[config.mk]
export PLATFORM = sky130hd
export DESIGN_NAME = panel_cmd_device_flat
export DESIGN_NICKNAME = d
export VERILOG_FILES = /design/src/core/panel_cmd_pkg.sv /design/src/core/panel_cmd_if.sv /design/src/core/rb_swap_unit.sv /design/src/core/panel_cmd_device.sv /design/src/flat_wrapper.sv
export SDC_FILE = /design/constraint.sdc
export NUM_CORES = 1
export LEC_CHECK = 0
export ABC_CLOCK_PERIOD_IN_PS = 7250
export BUFFER_PORTS_ARGS = -buffer_cell sky130_fd_sc_hd__buf_2
export CORE_MARGIN = 2
export CORE_UTILIZATION = 46
export DETAILED_ROUTE_END_ITERATION = 10
export PLACE_DENSITY = 0.77
export SLEW_MARGIN = 5
export SYNTH_ARGS = -nofsm -noshare
export SYNTH_HDL_FRONTEND = slang
export SYNTH_SLANG_ARGS = --single-unit
[constraint.sdc]
create_clock -name i_clk -period 7.25 [get_ports i_clk]
set_input_delay 0.725 -clock i_clk [delete_from_list [all_inputs] [get_ports i_clk]]
set_output_delay 0.725 -clock i_clk [all_outputs]
set_load 0.03 [all_outputs]
[src/core/panel_cmd_pkg.sv]
// Constants shared by the command decoder device end and the host command end
// Functional notes
// - Swap bit exchanges red and blue on writes
// - Swap pairs gamma as red-green and blue
// - Status read returns dummy then status byte
// - Status read is no-op when pixel port busy on the parallel interface
// - Status byte bit layout, bits 2..1 zero
// - Window command loads four 9-bit bounds
// - Exit external vsync synchronised mode
// - Enter external vsync synchronised mode
// - Regulator command: ten bytes, last three ignored
// - Host writes regulator values only while display is off
// - Regulator values apply after sleep-exit executes
// - First regulator byte: enable, triple, high reference
// - Source level from own code or gamma code
// - Offset code 11 is prohibited
// - Host keeps level codes in documented ranges
// - Host writes correction byte per interface type
// - Module byte two bit 0 picks lookup table
// - Module byte two bit 4 picks readback type
// - Sequence-shortening test bit stays zero
// - Effective orientation is control xor definition, bits 2..1 forced zero
package panel_cmd_pkg;
  localparam logic [7:0] CMD_NONE         = 8'h00;
  localparam logic [7:0] CMD_ORIENT_DEF   = 8'hb8;
  localparam logic [7:0] CMD_STATUS_READ  = 8'hb9;
  localparam logic [7:0] CMD_PIXEL_WINDOW = 8'hbb;
  localparam logic [7:0] CMD_VSYNC_EXIT   = 8'hbc;
  localparam logic [7:0] CMD_VSYNC_ENTER  = 8'hbd;
  localparam logic [7:0] CMD_REG_LEVEL    = 8'hbe;
  localparam logic [7:0] CMD_MODULE_DEF   = 8'hc0;

  localparam logic [3:0] NPAR_ORIENT_DEF  = 4'h1;
  localparam logic [3:0] NPAR_WINDOW      = 4'h8;
  localparam logic [3:0] NPAR_REG_LEVEL   = 4'ha;
  localparam logic [3:0] NPAR_MODULE_DEF  = 4'h5;
  localparam logic [3:0] PIDX_MAX         = 4'hf;

  localparam int         SWAP_BIT         = 2;
  localparam logic [7:0] ORIENT_XOR_MASK  = 8'hf9;
  localparam logic [7:0] STATUS_MASK      = 8'hf9;
  localparam logic [7:0] STATUS_DUMMY     = 8'h00;

  localparam int         LDO_EN_BIT       = 0;
  localparam int         TRIPLE_BIT       = 1;
  localparam int         LDO_HIGH_BIT     = 2;
  localparam int         SRC_SEL_BIT      = 7;
  localparam logic [1:0] OFFSET_PROHIBIT  = 2'h3;
  localparam logic [7:0] COMH_CODE_MAX    = 8'h96;
  localparam logic [7:0] LEVEL_CODE_MAX   = 8'h1f;

  localparam int         LUT_BIT          = 0;
  localparam int         READBACK_BIT     = 4;
  localparam int         SEQ_SHORT_BIT    = 0;
  localparam logic [7:0] CORR_PARALLEL    = 8'h0e;
  localparam logic [7:0] CORR_SERIAL      = 8'h0f;

  localparam logic [7:0] RESET_ORIENT_DEF = 8'h00;
  localparam logic [8:0] RESET_WIN_LO     = 9'h000;
  localparam logic [8:0] RESET_WIN_PAGE   = 9'h0ef;
  localparam logic [8:0] RESET_WIN_COL    = 9'h13f;
  localparam logic [7:0] RESET_REG_BYTE   = 8'h00;
  localparam logic [7:0] RESET_CORR       = 8'h00;

  // Parameter bytes a command accepts; anything beyond is dropped
  function automatic logic [3:0] param_count(input logic [7:0] cmd);
    if (cmd == CMD_ORIENT_DEF) param_count = NPAR_ORIENT_DEF;
    else if (cmd == CMD_PIXEL_WINDOW) param_count = NPAR_WINDOW;
    else if (cmd == CMD_REG_LEVEL) param_count = NPAR_REG_LEVEL;
    else if (cmd == CMD_MODULE_DEF) param_count = NPAR_MODULE_DEF;
    else param_count = 4'h0;
  endfunction
endpackage

[src/core/panel_cmd_if.sv]
// Command link between host end and panel driver decoder end
`timescale 1ns/1ps
`default_nettype none
interface panel_cmd_if;
  logic       wr;
  logic       rd;
  logic       cmd_param_select;
  logic [7:0] host_d;
  logic       host_d_oe;
  logic [7:0] dev_d;
  logic       dev_d_oe;

  modport device_end (
    input  wr, rd, cmd_param_select, host_d, host_d_oe,
    output dev_d, dev_d_oe
  );
  modport host_end (
    output wr, rd, cmd_param_select, host_d, host_d_oe,
    input  dev_d, dev_d_oe
  );
endinterface
`default_nettype wire

[src/core/rb_swap_unit.sv]
// Red/blue exchange stage on the frame-memory write path
`timescale 1ns/1ps
`default_nettype none
module rb_swap_unit (
  input  wire logic        i_clk,
  input  wire logic        i_rst_n,
  input  wire logic        i_swap,
  input  wire logic        i_valid,
  input  wire logic [23:0] i_pixel,
  output logic             o_valid,
  output logic [23:0]      o_pixel
);
  always_ff @(posedge i_clk) begin
    if (!i_rst_n) begin
      o_valid <= 1'b0;
      o_pixel <= 24'h000000;
    end else begin
      o_valid <= i_valid;
      if (i_valid) begin
        // Stored order is already swapped, so reads need no reverse path
        o_pixel <= i_swap ? {i_pixel[7:0], i_pixel[15:8], i_pixel[23:16]} : i_pixel;
      end
    end
  end
endmodule // rb_swap_unit
`default_nettype wire

[src/core/panel_cmd_device.sv]
// Panel driver setup command decoder, device end of the command link
`timescale 1ns/1ps
`default_nettype none
module panel_cmd_device (
  input  wire logic        i_clk,
  input  wire logic        i_rst_n,
  panel_cmd_if.device_end  link,
  input  wire logic        i_pixel_port_active,
  input  wire logic        i_parallel_if_sel,
  input  wire logic [7:0]  i_status_src,
  input  wire logic        i_sleep_exit_done,
  input  wire logic [7:0]  i_orient_ctrl,
  input  wire logic        i_wr_pixel_valid,
  input  wire logic [23:0] i_wr_pixel,
  output logic             o_mem_pixel_valid,
  output logic [23:0]      o_mem_pixel,
  output logic [7:0]       o_orient_eff,
  output logic             o_rb_swap,
  output logic             o_gamma_rg_b,
  output logic [8:0]       o_win_start_page,
  output logic [8:0]       o_win_start_col,
  output logic [8:0]       o_win_end_page,
  output logic [8:0]       o_win_end_col,
  output logic             o_ext_vsync_mode,
  output logic             o_main_ref_en,
  output logic             o_boost_triple,
  output logic             o_main_ref_high,
  output logic             o_src_from_gamma,
  output logic [1:0]       o_src_offset,
  output logic [4:0]       o_src_code,
  output logic [7:0]       o_comh_code,
  output logic [4:0]       o_comw_code,
  output logic [4:0]       o_gamma_gen_code,
  output logic [4:0]       o_third_boost_code,
  output logic [4:0]       o_fourth_boost_code,
  output logic [7:0]       o_ic_correction,
  output logic             o_lut_262k,
  output logic             o_readback_262k,
  output logic             o_seq_short
);
  logic [7:0] cmd_reg;
  logic [3:0] pidx_reg;
  logic [7:0] orient_def_reg;
  logic       status_armed_reg;
  logic       status_phase_reg;
  logic [7:0] dev_d_reg;
  logic       dev_d_oe_reg;
  logic [7:0] pend_reg [0:6];
  logic [7:0] act_reg  [0:6];
  logic       cmd_wr;
  logic       par_wr;

  assign cmd_wr = link.wr && !link.cmd_param_select;
  assign par_wr = link.wr && link.cmd_param_select
                  && (pidx_reg < panel_cmd_pkg::param_count(cmd_reg));

  // Command byte and parameter position
  always_ff @(posedge i_clk) begin
    if (!i_rst_n) begin
      cmd_reg  <= panel_cmd_pkg::CMD_NONE;
      pidx_reg <= 4'h0;
    end else if (cmd_wr) begin
      cmd_reg  <= link.host_d;
      pidx_reg <= 4'h0;
    end else if (link.wr && pidx_reg != panel_cmd_pkg::PIDX_MAX) begin
      pidx_reg <= pidx_reg + 4'h1;
    end
  end

  // Orientation definition and red/blue swap
  always_ff @(posedge i_clk) begin
    if (!i_rst_n) begin
      orient_def_reg <= panel_cmd_pkg::RESET_ORIENT_DEF;
    end else if (par_wr && cmd_reg == panel_cmd_pkg::CMD_ORIENT_DEF) begin
      orient_def_reg <= link.host_d;
    end
  end

  assign o_rb_swap    = orient_def_reg[panel_cmd_pkg::SWAP_BIT];
  // Gamma pairing and the red/blue order of pixels written to memory both follow the swap bit
  assign o_gamma_rg_b = o_rb_swap;
  assign o_orient_eff = (i_orient_ctrl ^ orient_def_reg)
                        & panel_cmd_pkg::ORIENT_XOR_MASK;

  rb_swap_unit u_swap (
    .i_clk   (i_clk),
    .i_rst_n (i_rst_n),
    .i_swap  (o_rb_swap),
    .i_valid (i_wr_pixel_valid),
    .i_pixel (i_wr_pixel),
    .o_valid (o_mem_pixel_valid),
    .o_pixel (o_mem_pixel)
  );

  // Pixel port window, upper byte carries bit 8 in bit 0
  always_ff @(posedge i_clk) begin
    if (!i_rst_n) begin
      o_win_start_page <= panel_cmd_pkg::RESET_WIN_LO;
      o_win_start_col  <= panel_cmd_pkg::RESET_WIN_LO;
      o_win_end_page   <= panel_cmd_pkg::RESET_WIN_PAGE;
      o_win_end_col    <= panel_cmd_pkg::RESET_WIN_COL;
    end else if (par_wr && cmd_reg == panel_cmd_pkg::CMD_PIXEL_WINDOW) begin
      case (pidx_reg)
        4'h0: o_win_start_page[8]   <= link.host_d[0];
        4'h1: o_win_start_page[7:0] <= link.host_d;
        4'h2: o_win_start_col[8]    <= link.host_d[0];
        4'h3: o_win_start_col[7:0]  <= link.host_d;
        4'h4: o_win_end_page[8]     <= link.host_d[0];
        4'h5: o_win_end_page[7:0]   <= link.host_d;
        4'h6: o_win_end_col[8]      <= link.host_d[0];
        default: o_win_end_col[7:0] <= link.host_d;
      endcase
    end
  end

  // External vsync synchronised display mode
  always_ff @(posedge i_clk) begin
    if (!i_rst_n) begin
      o_ext_vsync_mode <= 1'b0;
    end else if (cmd_wr && link.host_d == panel_cmd_pkg::CMD_VSYNC_ENTER) begin
      o_ext_vsync_mode <= 1'b1;
    end else if (cmd_wr && link.host_d == panel_cmd_pkg::CMD_VSYNC_EXIT) begin
      o_ext_vsync_mode <= 1'b0;
    end
  end

  // Regulator levels: pending copy, made active on sleep exit
  always_ff @(posedge i_clk) begin
    if (!i_rst_n) begin
      for (int i = 0; i < 7; i++) begin
        pend_reg[i] <= panel_cmd_pkg::RESET_REG_BYTE;
      end
    end else if (par_wr && cmd_reg == panel_cmd_pkg::CMD_REG_LEVEL && pidx_reg < 4'h7) begin
      pend_reg[pidx_reg[2:0]] <= link.host_d;
    end
  end

  always_ff @(posedge i_clk) begin
    if (!i_rst_n) begin
      for (int i = 0; i < 7; i++) begin
        act_reg[i] <= panel_cmd_pkg::RESET_REG_BYTE;
      end
    end else if (i_sleep_exit_done) begin
      for (int i = 0; i < 7; i++) begin
        act_reg[i] <= pend_reg[i];
      end
    end
  end

  assign o_main_ref_en      = act_reg[0][panel_cmd_pkg::LDO_EN_BIT];
  assign o_boost_triple     = act_reg[0][panel_cmd_pkg::TRIPLE_BIT];
  // High reference only has meaning with the tripler running
  assign o_main_ref_high    = act_reg[0][panel_cmd_pkg::LDO_HIGH_BIT] && o_boost_triple;
  assign o_src_from_gamma   = act_reg[1][panel_cmd_pkg::SRC_SEL_BIT];
  // Prohibited offset code is passed through; the host end keeps it out
  assign o_src_offset       = act_reg[1][6:5];
  assign o_src_code         = o_src_from_gamma ? act_reg[4][4:0] : act_reg[1][4:0];
  assign o_comh_code        = act_reg[2];
  assign o_comw_code        = act_reg[3][4:0];
  assign o_gamma_gen_code   = act_reg[4][4:0];
  assign o_third_boost_code = act_reg[5][4:0];
  assign o_fourth_boost_code = act_reg[6][4:0];

  // Module definition
  always_ff @(posedge i_clk) begin
    if (!i_rst_n) begin
      o_ic_correction <= panel_cmd_pkg::RESET_CORR;
      o_lut_262k      <= 1'b0;
      o_readback_262k <= 1'b0;
      o_seq_short     <= 1'b0;
    end else if (par_wr && cmd_reg == panel_cmd_pkg::CMD_MODULE_DEF) begin
      if (pidx_reg == 4'h0) begin
        o_ic_correction <= link.host_d;
      end else if (pidx_reg == 4'h1) begin
        o_lut_262k      <= link.host_d[panel_cmd_pkg::LUT_BIT];
        o_readback_262k <= link.host_d[panel_cmd_pkg::READBACK_BIT];
      end else if (pidx_reg == 4'h2) begin
        o_seq_short     <= link.host_d[panel_cmd_pkg::SEQ_SHORT_BIT];
      end
    end
  end

  // Status read: dummy byte, then status byte, then nothing
  always_ff @(posedge i_clk) begin
    if (!i_rst_n) begin
      status_armed_reg <= 1'b0;
      status_phase_reg <= 1'b0;
    end else if (cmd_wr) begin
      status_armed_reg <= (link.host_d == panel_cmd_pkg::CMD_STATUS_READ)
                          && !(i_pixel_port_active && i_parallel_if_sel);
      status_phase_reg <= 1'b0;
    end else if (link.rd && status_armed_reg) begin
      status_phase_reg <= 1'b1;
      status_armed_reg <= !status_phase_reg;
    end
  end

  always_ff @(posedge i_clk) begin
    if (!i_rst_n) begin
      dev_d_reg    <= 8'h00;
      dev_d_oe_reg <= 1'b0;
    end else begin
      dev_d_oe_reg <= link.rd && status_armed_reg;
      if (link.rd && status_armed_reg) begin
        dev_d_reg <= status_phase_reg ? (i_status_src & panel_cmd_pkg::STATUS_MASK)
                                      : panel_cmd_pkg::STATUS_DUMMY;
      end
    end
  end

  assign link.dev_d    = dev_d_reg;
  assign link.dev_d_oe = dev_d_oe_reg;
endmodule // panel_cmd_device
`default_nettype wire

[src/flat_wrapper.sv]
// flat-port wrapper written by rule: the top's interface ports become plain ports
module panel_cmd_device_flat 
  (i_clk, i_rst_n, i_pixel_port_active, i_parallel_if_sel, i_status_src, i_sleep_exit_done, i_orient_ctrl, i_wr_pixel_valid, i_wr_pixel, o_mem_pixel_valid, o_mem_pixel, o_orient_eff, o_rb_swap, o_gamma_rg_b, o_win_start_page, o_win_start_col, o_win_end_page, o_win_end_col, o_ext_vsync_mode, o_main_ref_en, o_boost_triple, o_main_ref_high, o_src_from_gamma, o_src_offset, o_src_code, o_comh_code, o_comw_code, o_gamma_gen_code, o_third_boost_code, o_fourth_boost_code, o_ic_correction, o_lut_262k, o_readback_262k, o_seq_short, link_wr, link_rd, link_cmd_param_select, link_host_d, link_host_d_oe, link_dev_d, link_dev_d_oe);
  panel_cmd_if link_i ();
  input  wire logic i_clk;
  input  wire logic i_rst_n;
  input  wire logic i_pixel_port_active;
  input  wire logic i_parallel_if_sel;
  input  wire logic [7:0] i_status_src;
  input  wire logic i_sleep_exit_done;
  input  wire logic [7:0] i_orient_ctrl;
  input  wire logic i_wr_pixel_valid;
  input  wire logic [23:0] i_wr_pixel;
  output logic o_mem_pixel_valid;
  output logic [23:0] o_mem_pixel;
  output logic [7:0] o_orient_eff;
  output logic o_rb_swap;
  output logic o_gamma_rg_b;
  output logic [8:0] o_win_start_page;
  output logic [8:0] o_win_start_col;
  output logic [8:0] o_win_end_page;
  output logic [8:0] o_win_end_col;
  output logic o_ext_vsync_mode;
  output logic o_main_ref_en;
  output logic o_boost_triple;
  output logic o_main_ref_high;
  output logic o_src_from_gamma;
  output logic [1:0] o_src_offset;
  output logic [4:0] o_src_code;
  output logic [7:0] o_comh_code;
  output logic [4:0] o_comw_code;
  output logic [4:0] o_gamma_gen_code;
  output logic [4:0] o_third_boost_code;
  output logic [4:0] o_fourth_boost_code;
  output logic [7:0] o_ic_correction;
  output logic o_lut_262k;
  output logic o_readback_262k;
  output logic o_seq_short;
  input wire logic [$bits(link_i.wr)-1:0] link_wr;
  input wire logic [$bits(link_i.rd)-1:0] link_rd;
  input wire logic [$bits(link_i.cmd_param_select)-1:0] link_cmd_param_select;
  input wire logic [$bits(link_i.host_d)-1:0] link_host_d;
  input wire logic [$bits(link_i.host_d_oe)-1:0] link_host_d_oe;
  output wire logic [$bits(link_i.dev_d)-1:0] link_dev_d;
  output wire logic [$bits(link_i.dev_d_oe)-1:0] link_dev_d_oe;
  assign link_i.wr = link_wr;
  assign link_i.rd = link_rd;
  assign link_i.cmd_param_select = link_cmd_param_select;
  assign link_i.host_d = link_host_d;
  assign link_i.host_d_oe = link_host_d_oe;
  assign link_dev_d = link_i.dev_d;
  assign link_dev_d_oe = link_i.dev_d_oe;
  panel_cmd_device u_core (.i_clk(i_clk), .i_rst_n(i_rst_n), .link(link_i), .i_pixel_port_active(i_pixel_port_active), .i_parallel_if_sel(i_parallel_if_sel), .i_status_src(i_status_src), .i_sleep_exit_done(i_sleep_exit_done), .i_orient_ctrl(i_orient_ctrl), .i_wr_pixel_valid(i_wr_pixel_valid), .i_wr_pixel(i_wr_pixel), .o_mem_pixel_valid(o_mem_pixel_valid), .o_mem_pixel(o_mem_pixel), .o_orient_eff(o_orient_eff), .o_rb_swap(o_rb_swap), .o_gamma_rg_b(o_gamma_rg_b), .o_win_start_page(o_win_start_page), .o_win_start_col(o_win_start_col), .o_win_end_page(o_win_end_page), .o_win_end_col(o_win_end_col), .o_ext_vsync_mode(o_ext_vsync_mode), .o_main_ref_en(o_main_ref_en), .o_boost_triple(o_boost_triple), .o_main_ref_high(o_main_ref_high), .o_src_from_gamma(o_src_from_gamma), .o_src_offset(o_src_offset), .o_src_code(o_src_code), .o_comh_code(o_comh_code), .o_comw_code(o_comw_code), .o_gamma_gen_code(o_gamma_gen_code), .o_third_boost_code(o_third_boost_code), .o_fourth_boost_code(o_fourth_boost_code), .o_ic_correction(o_ic_correction), .o_lut_262k(o_lut_262k), .o_readback_262k(o_readback_262k), .o_seq_short(o_seq_short));
endmodule
# == After elaboration in Yosys (flattened, before gate mapping) ==
# Memories as Yosys holds them, arrays and structs flattened.
# Cells that the tools add are included.
# totals
regBits,104
ramBits,112
input_bits,58
output_inout_bits,131
wordCells,116
n_memories,2
# mem_list
name,words,width,read_ports,rd_clocked_by_memory_dff,wr,line_no,text
u_core.act_reg,7,8,7,0,7,panel_cmd_device.sv:49,logic [7:0] act_reg [0:6];
u_core.pend_reg,7,8,7,0,7,panel_cmd_device.sv:48,logic [7:0] pend_reg [0:6];
# classes
n_addsub,1
n_lt_le_gt_ge,2
eq_ne,14
n_mux,28
bitwise,12
reduce_logical,35
# ops
cell,count
8-bit 2-to-1 mux,9
8-bit == test (second input constant),7
24-bit 2-to-1 mux,1
2-bit AND reduction,9
1-bit logical AND,15
4-bit by 3-bit == test with 1-bit output (second input constant),3
1-bit 2-to-1 mux,12
4-bit 2-to-1 mux,3
4-bit by 2-bit == test with 1-bit output (second input constant),2
8-bit OR reduction,1
8-bit bitwise XOR,1
1-bit OR,7
7-bit OR reduction,1
3-bit 2-to-1 mux,2
5-bit 2-to-1 mux,1
4-bit by 1-bit adder with 4-bit output (second input constant),1
4-bit by 1-bit == test with 1-bit output (second input constant),1
4-bit zero test,1
4-bit by 3-bit < comparator with 1-bit output (second input constant),1
4-bit < comparator,1
4-bit != test (second input constant),1
1-bit inverter,4
4-bit AND reduction,1
2-bit nonzero test,2
3 further kinds,5

# == Depth between registers and ports, before layout ==
# logic_depth
depth_word,14
depth_mapped,10
depth_no_buf,8

# == Cells and area by module ==
# A second synthesis with hierarchy kept.
# unflattened
cells_unflattened,681
hier_area_um2,7651.1
# modules_own_cells
module,n_inst,cells_each,area_each_um2,seq_area_each_um2
panel_cmd_device,1,582,6616.3,3813.7
rb_swap_unit,1,99,1034.7,500.5

# == Least setup slack after synthesis ==
# No wires, ideal clock.
# synth_timing
kind,reg2reg
start,register u_core.cmd_reg[6]
end,"memory u_core.pend_reg[2][0], enable pin"
setup_ps,398
arrival_ps,3043
required_time_ps,6852
path_slack_ps,3809
path_stages_with_launch,10
n_path_buf,1
synth_period_minus_slack_ps,3441
path_cell_list,dfxtp_1 > and4b_1 > clkbuf_1 > and3_1 > o21ai_0 > ha_1 > nor4bb_1 > and2_0 > nand4_1 > o41ai_1
# synth_lines
element,line_no,text
"start, declared",panel_cmd_device.sv:41,logic [7:0] cmd_reg;
"start signal, assigned",panel_cmd_device.sv:60,cmd_reg <= panel_cmd_pkg::CMD_NONE;
"start signal, assigned",panel_cmd_device.sv:63,cmd_reg <= link.host_d;
"end, declared",panel_cmd_device.sv:48,

==> results.sh <==
export IMPL_drtIter0Drc=216
export IMPL_p_int_mw=1.59
export IMPL_globalplace_congestion=0.873
export IMPL_cts_root_buf="clkbuf_16"
export IMPL_vias=5641
export IMPL_dpl_hpwl_um=11800
export IMPL_min_path_type="register to register"
export IMPL_viasPerCell=5.19
export IMPL_comb_power_share=0.088
export IMPL_finalHoldViolations=0
export IMPL_drv_cap=0
export IMPL_synth_seq_cells=179
export IMPL_cts_resized=0
export IMPL_grt_max_degree=94
export IMPL_max_slew_margin_rel=0.183
export IMPL_yosys_area_top_type_share=0.284
export IMPL_synth_area_leaders="edfxtp_1 28%, dfxtp_1 27%, mux2i_1 10%, nand2_1 4.4%, buf_4 3.4%"
export IMPL_syn2layout_area_growth_pct=17.4
export IMPL_power_switching_mw=0.571
export IMPL_dpl_cell_area_um2=8500
export IMPL_layout_commonest_cell="buf_2"
export IMPL_grt_pass1_wl_um=27200
export IMPL_ios=189
export IMPL_reg2reg_to="u_core.pend_reg[1][3]$_SDFFCE_PN0P_"
export IMPL_grt_ovfl_total=0
export IMPL_leakagePower_nw=3.86
export IMPL_drc=0
export IMPL_path_clk_slew_ps=70
export IMPL_p_per_area_nw_per_um2=238
export IMPL_cts_num_sinks=179
export IMPL_coreArea_um2=16500
export IMPL_ys_seq_area_frac=0.559
export IMPL_antenna_found_initial=0
export IMPL_skew_ps=10.1
export IMPL_wl_per_cell_um=15.6
export IMPL_syn_area_per_cell_um2=10.6
export IMPL_tns_ps=0
export IMPL_final_cell_mix="179 x buf_2, 106 x dfxtp_1, 91 x nand2_1, 77 x mux2i_1, 73 x edfxtp_1"
export IMPL_regArea_um2=4310
export IMPL_numCtsBuffers=17
export IMPL_setup_viol=0
export IMPL_syn_inst=730
export IMPL_status="finished clean"
export IMPL_critical_path_peak_fanout=21
export IMPL_die_x_um=134
export IMPL_synth_cell_types=46
export IMPL_postCtsSetupRepairBufs=0
export IMPL_fill_cells=1427
export IMPL_swShare=0.265
export IMPL_cts_tree="done"
export IMPL_clockBufferDepth=2
export IMPL_port_buffers=179
export IMPL_reg2reg_slack_ps=3050
export IMPL_ctsHoldBuffers=0
export IMPL_yosysWarnings=0
export IMPL_cp_arrival_ps=4240
export IMPL_wl_um=16900
export IMPL_insertion_delay_ps=430
export IMPL_critPathLaunchType="register"
export IMPL_multiInputGateArea_um2=2910
export IMPL_vdd_drop_max_mv=0.138
export IMPL_finalMaxSlewViolations=0
export IMPL_hold_depth=2
export IMPL_worst_pin_slew_ps=1210
export IMPL_start_util=0.467
export IMPL_drtPass1Iterations=5
export IMPL_drive_above_1_share=0.266
export IMPL_rsz0062_at_grt="no"
export IMPL_endpoint_kind="register"
export IMPL_fin_area_um2=9060
export IMPL_antenna_left=0
export IMPL_grt_pass1_vias=5326
export IMPL_grt_use_total=0.194
export IMPL_hold_end="u_core.link.dev_d[5]$_SDFFE_PN0P_"
export IMPL_power_frac_clock=0.406
export IMPL_synth_area_um2=7720
export IMPL_power_share_sequential=0.506
export IMPL_hold_start="u_core.link.dev_d[5]$_SDFFE_PN0P_"
export IMPL_num_antenna_cells=0
export IMPL_rows=47
export IMPL_nets=919
export IMPL_htreeDepth=4
export IMPL_fin_crit_ps=4200
export IMPL_die_area_um2=17800
export IMPL_die_h_um=134
export IMPL_synth_largest_area_cell="edfxtp_1"
export IMPL_fmax_ghz=0.238
export IMPL_crit_type="register to register"
export IMPL_r2r_start="u_core.cmd_reg[3]$_SDFFE_PN0P_"
export IMPL_min_period_over_period=0.579
export IMPL_cp_required_ps=7290
export IMPL_reg2regPathDepth=8
-- worst max path at each step --
stage / slack (ps) / from / to
after floorplan: 3810 / u_core.cmd_reg[6]$_SDFFE_PN0P_ / u_core.pend_reg[2][0]$_SDFFCE_PN0P_
after global placement: 3320 / u_core.cmd_reg[6]$_SDFFE_PN0P_ / u_core.pend_reg[1][3]$_SDFFCE_PN0P_
after detailed placement: 3170 / u_core.cmd_reg[3]$_SDFFE_PN0P_ / u_core.pend_reg[3][1]$_SDFFCE_PN0P_
after CTS: 3130 / u_core.cmd_reg[3]$_SDFFE_PN0P_ / u_core.pend_reg[1][1]$_SDFFCE_PN0P_
after global routing: 2710 / u_core.cmd_reg[0]$_SDFFE_PN0P_ / u_core.pend_reg[3][1]$_SDFFCE_PN0P_
final: 3050 / u_core.cmd_reg[3]$_SDFFE_PN0P_ / u_core.pend_reg[1][3]$_SDFFCE_PN0P_
-- cell usage after synthesis, drive strengths merged --
master and instances:
o41ai 4, nor4b 3, and3 37, a21oi 28, nand2 91, nor4bb 1
nand2b 5, ha 7, xnor2 1, nand4b 1, a21o 1, and2 5
o211ai 3, o21ai 12, dfxtp 106, nor2 57, or3 1, o211a 2
edfxtp 73, nor4 21, and4 1, a2111o 1, inv 18, a2111oi 5
xor2 6, nor2b 5, conb 1, clkbuf 44, and4b 1, nand3 25
nand3b 1, a211oi 17, mux2i 77, nand4 5, buf 38, mux2 5
nor3 21
-- metrics by stage --
stage | utilization | hold slack, ps | cells | power [mW] | setup WS [ps]
floorplan | - | 440 | 733 | 1.25 | 3810
CTS | 0.549 | 456 | 1087 | 2.17 | 3130
detailed placement | 0.515 | 446 | 1055 | 1.31 | 3170
global route | 0.549 | 476 | 1087 | 2.23 | 2710
global placement | 0.515 | 437 | 1055 | 1.30 | 3320
finish | 0.549 | 453 | 1087 | 2.16 | 3050
-- area by class of cell --
| cell class | instances | area share |
|---|---|---|
| sequential | 179 | 0.476 |
| multi-input combinational | 454 | 0.321 |
| timing repair buffer | 184 | 0.103 |
| clock buffer | 17 | 0.0469 |
| tap | 220 | 0.0304 |
| clock inverter | 15 | 0.0152 |
| inverter | 18 | 0.00745 |
-- metal layers --
metal  routed length, um  vias up  global-route usage
met5                   0        -                   0
li1                    -     2804                   -
met4                 299        0              0.0603
met3                1140       26              0.0639
met2                8160      202               0.314
met1                7310     2609               0.247
-- kinds of logic after synthesis --
logic type | Yosys count | share of synthesized area
adders and majority gates | 7 | 0.0113
AOI/OAI and AO/OA | 73 | 0.0653
buffers and inverters | 100 | 0.0658
and+or+nand+nor | 281 | 0.183
xor gates and xnor gates | 7 | 0.00794
DFF | 179 | 0.559
other | 1 | 0.000486
muxes | 82 | 0.107
-- power by group through the flow --
stage	sequential [mW]	combinational, mW	clock (mW)
after global placement	1.11	0.188	0
after detailed placement	1.11	0.190	0
after floorplan	1.13	0.124	0
after CTS	1.09	0.191	0.891
after global routing	1.10	0.206	0.931
final	1.09	0.190	0.875
-- critical path, cell delays in order, from the launching register on --
cell and delay, ps:
dfxtp_1 360, and4b_1 360, and3_1 250, o21ai_0 110, ha_1 220, nor4bb_1 340, and2_0 270, nand4_1 690
o21ai_0 1200
(Power assumes the default switching activity.)
